**config.mk**
```make
export PLATFORM = sky130hd
export DESIGN_NAME = modbus_scaling_exception_responder
export DESIGN_NICKNAME = d
export VERILOG_FILES = /design/src/inc/modbus_resp_pkg.sv /design/src/modbus_scaling_exception_responder.sv /design/src/crc16_byte.sv
export SDC_FILE = /design/constraint.sdc
export NUM_CORES = 1
export LEC_CHECK = 0
export ABC_AREA = 1
export BUFFER_PORTS_ARGS = -buffer_cell sky130_fd_sc_hd__buf_2
export CAP_MARGIN = 20
export CELL_PAD_IN_SITES_DETAIL_PLACEMENT = 2
export CELL_PAD_IN_SITES_GLOBAL_PLACEMENT = 2
export CORE_ASPECT_RATIO = 1.2
export CORE_MARGIN = 2
export CORE_UTILIZATION = 32
export CTS_BUF_LIST = sky130_fd_sc_hd__clkbuf_2
export DETAILED_ROUTE_END_ITERATION = 10
export PLACE_DENSITY = 0.91
export SLEW_MARGIN = 20
export SYNTH_ARGS = -nofsm -noshare
export SYNTH_HDL_FRONTEND = slang
export SYNTH_SLANG_ARGS = --single-unit
```
**constraint.sdc**
```tcl
create_clock -name i_clk -period 4.08 [get_ports i_clk]
set_clock_uncertainty 0.1 [all_clocks]
set_input_delay 0.204 -clock i_clk [delete_from_list [all_inputs] [get_ports i_clk]]
set_output_delay 0.204 -clock i_clk [all_outputs]
set_load 0.01 [all_outputs]
```
**src/inc/modbus_resp_pkg.sv**
```systemverilog
// Purpose: shared constants for the slave reply and scaling block
// Assumes: Modbus RTU framing, 8-bit reply bytes
// Notes: exception codes and CRC settings live here only
package modbus_resp_pkg;

    // ********************************************************
    // exception codes
    // ********************************************************
    localparam logic [7:0] EXC_ILLEGAL_FUNC = 8'h01;
    localparam logic [7:0] EXC_ILLEGAL_ADDR = 8'h02;
    localparam logic [7:0] EXC_ILLEGAL_VALUE = 8'h03;
    localparam logic [7:0] EXC_OP_FAILURE = 8'h04;
    localparam logic [7:0] EXC_BAD_PASSWORD = 8'h05;
    localparam logic [7:0] EXC_BAD_FRAME = 8'h06;
    localparam logic [7:0] EXC_READ_ONLY = 8'h07;
    localparam logic [7:0] EXC_RUN_LOCKED = 8'h08;
    localparam logic [7:0] EXC_SYS_LOCKED = 8'h09;

    // ********************************************************
    // framing
    // ********************************************************
    localparam logic [7:0] FUNC_EXC_FLAG = 8'h80;
    localparam logic [3:0] EXC_FRAME_LEN = 4'h5;
    localparam logic [3:0] NORMAL_FRAME_LEN = 4'h8;
    localparam logic [15:0] CRC_INIT = 16'hFFFF;
    localparam logic [15:0] CRC_POLY = 16'hA001;

    // ********************************************************
    // fieldbus scale
    // ********************************************************
    localparam logic [15:0] SCALE_BASE = 16'h000A;
    localparam logic [15:0] SCALE_UNITY = 16'h0001;
    localparam int MAX_DECIMALS = 4;

    typedef enum logic [1:0] {
        ST_IDLE,
        ST_SEND
    } reply_state_t;

endpackage : modbus_resp_pkg

```
**src/modbus_scaling_exception_responder.sv**
```systemverilog
// Purpose: judge a decoded request, scale writes, and send the reply
// Assumes: frame parser and parameter checker on the same clock
// Notes: reply bytes leave on a valid/ready byte stream
//
// Behaviour
// - scale is ten to the decimal places, capped at four places
// - stored write integer is value times scale
// - good reply echoes function code and address
// - rejected reply sets function code top bit
// - exactly one exception byte follows that code
// - code 01H: function unsupported or device faulted
// - code 02H: data address not permitted
// - code 03H: data field structurally not allowed
// - code 04H: write value out of range
// - code 05H: password check value mismatch
// - code 06H: bad frame length or CRC
// - code 07H: write to read-only parameter
// - code 08H: write locked while running
// - code 09H: access other than a password write while password lock active
`timescale 1ns/10ps
module modbus_scaling_exception_responder
    import modbus_resp_pkg::*;
(
    input wire logic i_clk,
    input wire logic i_rst,
    input wire logic i_req_valid,
    input wire logic [7:0] i_slave_addr,
    input wire logic [7:0] i_func,
    input wire logic [15:0] i_reg_addr,
    input wire logic [15:0] i_data,
    input wire logic [2:0] i_decimals,
    input wire logic i_is_write,
    input wire logic i_frame_ok,
    input wire logic i_func_supported,
    input wire logic i_faulted,
    input wire logic i_addr_ok,
    input wire logic i_value_ok,
    input wire logic i_range_ok,
    input wire logic i_read_only,
    input wire logic i_run_locked,
    input wire logic i_running,
    input wire logic i_pw_location,
    input wire logic [15:0] i_user_password_setting,
    input wire logic i_sys_locked,
    input wire logic i_tx_ready,
    output logic o_req_ready,
    output logic o_tx_valid,
    output logic [7:0] o_tx_data,
    output logic o_tx_last,
    output logic o_store_valid,
    output logic [15:0] o_store_raw,
    output logic [15:0] o_store_scale,
    output logic [15:0] o_store_whole,
    output logic [15:0] o_store_frac,
    output logic o_exc_valid,
    output logic [7:0] o_exc_code
);

    // ********************************************************
    // request judgement
    // ********************************************************
    logic take;
    logic exc_hit;
    logic [7:0] exc_sel;
    logic [15:0] scale;

    assign take = i_req_valid && o_req_ready;

    always_comb begin
        exc_hit = 1'b1;
        exc_sel = EXC_ILLEGAL_FUNC;
        if (!i_frame_ok) begin
            exc_sel = EXC_BAD_FRAME;
        end else if (!i_func_supported || i_faulted) begin
            exc_sel = EXC_ILLEGAL_FUNC;
        end else if (i_sys_locked && !(i_is_write && i_pw_location)) begin
            exc_sel = EXC_SYS_LOCKED;
        end else if (!i_addr_ok) begin
            exc_sel = EXC_ILLEGAL_ADDR;
        end else if (!i_value_ok) begin
            exc_sel = EXC_ILLEGAL_VALUE;
        end else if (i_is_write && i_read_only) begin
            exc_sel = EXC_READ_ONLY;
        end else if (i_is_write && i_run_locked && i_running) begin
            exc_sel = EXC_RUN_LOCKED;
        end else if (i_is_write && i_pw_location &&
                     i_data != i_user_password_setting) begin
            exc_sel = EXC_BAD_PASSWORD;
        end else if (i_is_write && !i_pw_location && !i_range_ok) begin
            exc_sel = EXC_OP_FAILURE;
        end else begin
            exc_hit = 1'b0;
        end
    end

    // scale is ten to the power of the decimal places, capped at four places
    always_comb begin
        scale = SCALE_UNITY;
        for (int d = 0; d < MAX_DECIMALS; d++) begin
            if (d < int'(i_decimals)) begin
                scale = 16'(scale * SCALE_BASE);
            end
        end
    end

    // ********************************************************
    // scaled store output
    // ********************************************************
    logic store_valid_r, store_valid_nxt;
    logic [15:0] store_raw_r, store_raw_nxt;
    logic [15:0] store_scale_r, store_scale_nxt;
    logic [15:0] store_whole_r, store_whole_nxt;
    logic [15:0] store_frac_r, store_frac_nxt;

    always_comb begin
        store_valid_nxt = 1'b0;
        store_raw_nxt = store_raw_r;
        store_scale_nxt = store_scale_r;
        store_whole_nxt = store_whole_r;
        store_frac_nxt = store_frac_r;
        if (take && i_is_write && !exc_hit && !i_pw_location) begin
            // integer on the wire is engineering value times scale
            store_valid_nxt = 1'b1;
            store_raw_nxt = i_data;
            store_scale_nxt = scale;
            store_whole_nxt = i_data / scale;
            store_frac_nxt = i_data % scale;
        end
    end

    always_ff @(posedge i_clk or posedge i_rst) begin
        if (i_rst) begin
            store_valid_r <= 1'b0;
            store_raw_r <= 16'h0000;
            store_scale_r <= SCALE_UNITY;
            store_whole_r <= 16'h0000;
            store_frac_r <= 16'h0000;
        end else begin
            store_valid_r <= store_valid_nxt;
            store_raw_r <= store_raw_nxt;
            store_scale_r <= store_scale_nxt;
            store_whole_r <= store_whole_nxt;
            store_frac_r <= store_frac_nxt;
        end
    end

    // ********************************************************
    // reply sequencer
    // ********************************************************
    reply_state_t state_r, state_nxt;
    logic [7:0] frame_r [0:5];
    logic [7:0] frame_nxt [0:5];
    logic [3:0] len_r, len_nxt;
    logic [3:0] idx_r, idx_nxt;
    logic [15:0] crc_r, crc_nxt;
    logic [15:0] crc_step;
    logic exc_valid_r, exc_valid_nxt;
    logic [7:0] exc_code_r, exc_code_nxt;
    logic [7:0] cur_byte;
    logic in_crc;
    logic sent;

    assign in_crc = (idx_r >= len_r - 4'd2);
    assign sent = o_tx_valid && i_tx_ready;

    always_comb begin
        if (!in_crc) begin
            cur_byte = frame_r[idx_r[2:0]];
        end else if (idx_r == len_r - 4'd2) begin
            cur_byte = crc_r[7:0];
        end else begin
            cur_byte = crc_r[15:8];
        end
    end

    crc16_byte #(
        .POLY(CRC_POLY)
    ) u_crc (
        .i_crc(crc_r),
        .i_byte(cur_byte),
        .o_crc(crc_step)
    );

    always_comb begin
        state_nxt = state_r;
        frame_nxt = frame_r;
        len_nxt = len_r;
        idx_nxt = idx_r;
        crc_nxt = crc_r;
        exc_valid_nxt = 1'b0;
        exc_code_nxt = exc_code_r;
        case (state_r)
            ST_IDLE: begin
                if (take) begin
                    frame_nxt[0] = i_slave_addr;
                    idx_nxt = 4'd0;
                    crc_nxt = CRC_INIT;
                    state_nxt = ST_SEND;
                    if (exc_hit) begin
                        frame_nxt[1] = i_func | FUNC_EXC_FLAG;
                        frame_nxt[2] = exc_sel;
                        len_nxt = EXC_FRAME_LEN;
                        exc_valid_nxt = 1'b1;
                        exc_code_nxt = exc_sel;
                    end else begin
                        frame_nxt[1] = i_func;
                        frame_nxt[2] = i_reg_addr[15:8];
                        frame_nxt[3] = i_reg_addr[7:0];
                        frame_nxt[4] = i_data[15:8];
                        frame_nxt[5] = i_data[7:0];
                        len_nxt = NORMAL_FRAME_LEN;
                    end
                end
            end
            ST_SEND: begin
                if (sent) begin
                    if (!in_crc) begin
                        crc_nxt = crc_step;
                    end
                    if (idx_r == len_r - 4'd1) begin
                        state_nxt = ST_IDLE;
                    end else begin
                        idx_nxt = idx_r + 4'd1;
                    end
                end
            end
            default: begin
                state_nxt = ST_IDLE;
            end
        endcase
    end

    always_ff @(posedge i_clk or posedge i_rst) begin
        if (i_rst) begin
            state_r <= ST_IDLE;
            for (int i = 0; i < 6; i++) begin
                frame_r[i] <= 8'h00;
            end
            len_r <= NORMAL_FRAME_LEN;
            idx_r <= 4'd0;
            crc_r <= CRC_INIT;
            exc_valid_r <= 1'b0;
            exc_code_r <= 8'h00;
        end else begin
            state_r <= state_nxt;
            frame_r <= frame_nxt;
            len_r <= len_nxt;
            idx_r <= idx_nxt;
            crc_r <= crc_nxt;
            exc_valid_r <= exc_valid_nxt;
            exc_code_r <= exc_code_nxt;
        end
    end

    // ********************************************************
    // outputs
    // ********************************************************
    assign o_req_ready = (state_r == ST_IDLE);
    assign o_tx_valid = (state_r == ST_SEND);
    assign o_tx_data = cur_byte;
    assign o_tx_last = (state_r == ST_SEND) && (idx_r == len_r - 4'd1);
    assign o_store_valid = store_valid_r;
    assign o_store_raw = store_raw_r;
    assign o_store_scale = store_scale_r;
    assign o_store_whole = store_whole_r;
    assign o_store_frac = store_frac_r;
    assign o_exc_valid = exc_valid_r;
    assign o_exc_code = exc_code_r;

endmodule : modbus_scaling_exception_responder

```
**src/crc16_byte.sv**
```systemverilog
// Purpose: one byte step of the Modbus CRC-16 (reflected)
// Assumes: purely combinational, used once per reply byte ahead of the two CRC bytes
// Notes: polynomial is a parameter, default the Modbus value
`timescale 1ns/10ps
module crc16_byte
    import modbus_resp_pkg::*;
#(
    parameter logic [15:0] POLY = CRC_POLY
) (
    input wire logic [15:0] i_crc,
    input wire logic [7:0] i_byte,
    output logic [15:0] o_crc
);

    always_comb begin
        logic [15:0] c;
        c = i_crc ^ {8'h00, i_byte};
        for (int b = 0; b < 8; b++) begin
            if (c[0]) begin
                c = (c >> 1) ^ POLY;
            end else begin
                c = c >> 1;
            end
        end
        o_crc = c;
    end

endmodule : crc16_byte

```
==> results of run 1 <==
## logic make-up after synthesis
group	count (synthesis)
fa+ha+maj	154
xor+xnor	115
compound gates	349
other cells	2
flops	139
simple gates	826
buf+inv	323
## cells in the mapped netlist, types with 12 or more instances
library cell | count | share of area, %
inv_1 | 243 | 6.6
dfstp_2 | 18 | 3.4
or2_2 | 26 | 1.2
ha_1 | 153 | 14
nor2_1 | 91 | 2.5
nor3_1 | 20 | 0.72
clkbuf_1 | 40 | 1.1
nand4_1 | 17 | 0.77
nand2_2 | 31 | 1.4
o21bai_1 | 20 | 1.1
nand2_1 | 474 | 13
a21oi_1 | 67 | 2.4
buf_6 | 14 | 1.1
nand3_1 | 82 | 3.0
o21ai_0 | 130 | 4.7
o21ai_1 | 25 | 0.90
xor2_1 | 60 | 3.8
xnor2_1 | 55 | 3.5
o22ai_1 | 12 | 0.54
a21o_1 | 32 | 1.7
dfrtp_1 | 121 | 22
o21ai_2 | 27 | 1.7
nand3_2 | 34 | 2.5
## per-stage QoR
step | area, µm² | util (%) | std cells | setup WS, ns | TNS [ns]
2_1_floorplan | 14300 | - | 1917 | -23.40 | -523.39
3_3_place_gp | 19000 | 44.5 | 3040 | -23.62 | -528.55
3_5_place_dp | 19000 | 44.5 | 3040 | -29.63 | -668.03
==> out/metrics.cfg, run 1 <==
[outcome]
status = aborted with a tool error
lastStage = clock tree synthesis
stop_error = [ERROR DPL-0033] detailed placement checks failed during check placement.

[logic_synthesis]
synth_area_mm2 = 0.0139
synth_seq_cells = 139
synthAdderAreaFrac_pct = 13.9
synth_cells = 1908
ys_seq_area_share_pct = 25.2
yosys_warnings = 0
synth-main-ff-cell = dfrtp_1
postSynth.asyncResetShare_pct = 100
syn_avg_cell_area_um2 = 7.27
synth_compound_area_share_pct = 15.2
synth_cell_types = 61
synth_edf_count = 0
synth-simple-area-share_pct = 28.4
synth_top_family_by_area = simple AND/OR/NAND/NOR gates
synthXorXnorAreaFrac_pct = 7.26
synthMuxAreaShare_pct = 0

[clock_network]
cts_buffers = 17
ctsHoldBuffers = 153
clock_path_buffers = 2
cts_setup_buffers = 137
cts-root-buf = clkbuf_2
cts.sinks = 139
htreeDepth = 4
cts-resized-gates = 196

[floorplanning]
start_util_pct = 32.4
rows = 83
die_y_um = 232
fp.dieW_um = 194
ios = 168

[place]
port_buffers = 162
place_hpwl_um = 67200
gp_congestion = 0.869

==> run 2: changes to the inputs <==
--- a/config.mk
+++ b/config.mk
@@ -8,14 +8,10 @@
 export ABC_AREA = 1
 export BUFFER_PORTS_ARGS = -buffer_cell sky130_fd_sc_hd__buf_2
 export CAP_MARGIN = 20
-export CELL_PAD_IN_SITES_DETAIL_PLACEMENT = 2
-export CELL_PAD_IN_SITES_GLOBAL_PLACEMENT = 2
-export CORE_ASPECT_RATIO = 1.2
 export CORE_MARGIN = 2
-export CORE_UTILIZATION = 32
-export CTS_BUF_LIST = sky130_fd_sc_hd__clkbuf_2
+export CORE_UTILIZATION = 40
 export DETAILED_ROUTE_END_ITERATION = 10
-export PLACE_DENSITY = 0.91
+export PLACE_DENSITY_LB_ADDON = 0.15
 export SLEW_MARGIN = 20
 export SYNTH_ARGS = -nofsm -noshare
 export SYNTH_HDL_FRONTEND = slang
==> constraint.sdc (replaced) <==
create_clock -name i_clk -period 5.3 [get_ports i_clk]
set_clock_uncertainty 0.1 [all_clocks]
set_input_delay 0.265 -clock i_clk [delete_from_list [all_inputs] [get_ports i_clk]]
set_output_delay 0.265 -clock i_clk [all_outputs]
set_load 0.01 [all_outputs]
==> run 2 against run 1 <==
Compared with the run above: the flow now finishes, with violations (negative setup slack); synthesized cell count stayed put; synthesized area stayed put.
==> out/metrics.cfg, run 2 <==
[routing]
drc_errors = 0
routed_wl_um = 60100
drtPass1Iterations = 5
vias_per_cell = 5.11
routed-via-count = 17700
routedWlPerCell_um = 17.4
drt-initial-drc-count = 1106
drtAntennaViolNets = 0

[place]
pre_cts_ws_ns = -23.41
port_buffers = 162
gp_congestion = 0.861
place_hpwl_um = 34600

[outcome]
violations = negative setup slack
status = finished, violations left

[clock_network]
clk_pin_slew_ns = 0.07
cts-root-buf = clkbuf_16
cts_buffers = 17
clk_latency_ns = 0.46
cts_tree = yes
cts.sinks = 139
htreeDepth = 4
clock_path_buffers = 2

[layout]
final_common_cell = buf_4
layout_common_cells = buf_4 (886), nand2_1 (394), inv_1 (204)
syn2layout_area_growth_pct = 76.1
largest_reg_flops = 48
top_register = frame_r
n_fill_cell = 2475
drive_gt1_share_pct = 51.8
finalNetCount = 3217

[run]
maxCapViolations = 0

[setup_path]
crit_required_ns = 5.59
r2r-start = len_r[2]
endpoint_kind = register
worst-r2r-cell-count = 18
r2r-end = crc_r[0]
critPathSlowestCell = fa_2
rrSetupSlack_ns = 0.90
crit_fanout = 8
critPathKind = in -> reg
arrival_ns = 29.59
cp-start-kind = input port
crit_top_cell = nand2_2
cpPeakStageDelay_ns = 0.41

[logic_synthesis]
yosys.area.top_type = dfrtp_1
ys_seq_area_share_pct = 25.2
synth_edf_count = 0
synth_cells = 1908
synth_cell_types = 61
postSynth.asyncResetShare_pct = 100
synth-main-ff-cell = dfrtp_1
synth.top_cells.by_area = dfrtp_1 (22%), ha_1 (14%), nand2_1 (13%)
synth_top_area_share_pct = 21.8
yosys_warnings = 0
synth.most_common_cell = nand2_1
netlist_top_cells_count = nand2_1 (474), inv_1 (243), ha_1 (153)
synth_seq_cells = 139
synth_area_mm2 = 0.0139
syn_avg_cell_area_um2 = 7.27

[sta]
period_share_pct = 553
fin_ws_ns = -24.00
tightest_slew_ns = 1.13
slew_headroom_pct = 24.8
period_needed_ns = 29.30
finalSetupViolCount = 28
slew_viol_final = 0
fmax_ghz = 0.0341
final-hold-violation-count = 0
rsz0062_at_grt = true

[global_route]
grt_pass1_vias = 17500
grt_pass1_wl_um = 87000
grt_start_max_net_pins = 103
antenna_found_initial = 1
grt_use_total_pct = 30.5
grt-ovfl-total = 0

[floorplanning]
rows = 68
die_area_mm2 = 0.0362
ios = 168
fp.dieW_um = 190
die_y_um = 190
start_util_pct = 40.4
core_area_mm2 = 0.0344

[min_path]
worstHoldPathType = in -> reg
whs_path_depth = 4
holdPathEnd = state_r[0]
hp-start = i_tx_ready

-- run 2: cell counts after synthesis --
No cell type changed its count.
-- run 2: area by class of cell --
cell class                 count  area [µm²]  area share (%)
inverter                     256        1020            4.16
multi-input combinational   1456       10600            43.2
tap                          455         569            2.33
clock buffer                  18         439            1.80
timing repair buffer        1110        8200            33.6
clock inverter                14         136           0.558
sequential                   139        3500            14.3
antenna                        3        7.51          0.0307
-- run 2: repair_timing --
action                                 4_1_cts  5_1_grt
cloned                                       2        0
endpoints found under the hold margin      124        0
gates resized for setup                    164      143
hold buffers                                33        0
buffers inserted                           377       68
pin swaps                                  156      190
setup endpoints to repair                   29       29
-- run 2: per-layer routing --
layer,vias to the layer above,wire [µm],GRT usage [%]
li1,8363,-,-
met1,8359,23100,34.7
met2,653,29800,54.8
met3,276,3020,4.18
met4,0,4140,17.7
met5,-,0,0
-- run 2: critical path: cells and delay by family --
| kind | cells | cell delay, ns |
|---|---|---|
| compound gates | 71 | 10.68 |
| buf+inv | 47 | 3.94 |
| simple gates | 104 | 9.95 |
| fa+ha+maj | 17 | 4.71 |
-- run 2: worst max path at each step --
stage | from | end | slack [ns] | cells after the start
floorplan | i_decimals[0] | o_store_frac[8] | -22.24 | 246
global placement | i_decimals[2] | o_store_frac[15] | -22.48 | 242
detailed placement | i_decimals[2] | o_store_frac[5] | -23.41 | 238
CTS | i_decimals[1] | o_store_frac[9] | -21.98 | 239
global route | i_decimals[2] | o_store_frac[5] | -25.40 | 239
finish | i_decimals[2] | o_store_frac[5] | -24.00 | 239
-- run 2: logic make-up after synthesis --
logic type               after synthesis  share of synthesized area, %
AO/OA/AOI/OAI                        349                          15.2
buffers and inverters                323                          9.87
XOR/XNOR                             115                          7.26
adder cells (fa/ha/maj)              154                          13.9
flip-flops                           139                          25.2
other                                  2                        0.0541
AND/OR/NAND/NOR                      826                          28.4
-- run 2: metrics by stage --
| step | util, % | std cells | area, µm² | setup TNS (ns) | hold WS, ns |
|---|---|---|---|---|---|
| detailed placement | 54.9 | 2940 | 18900 | -516.86 | 0.356 |
| finish | 71.1 | 3451 | 24400 | -527.25 | 0.0233 |
| floorplan | - | 1917 | 14300 | -489.58 | 0.282 |
| CTS | 67.8 | 3383 | 23300 | -481.84 | 0.00431 |
| global route | 71.1 | 3448 | 24400 | -560.39 | 0.0458 |
| global placement | 54.9 | 2940 | 18900 | -494.15 | 0.347 |
Power of run 2 is left out: the tool's default activity adds up to more than one toggle a clock period on the data nets, which glitch-free logic cannot reach.
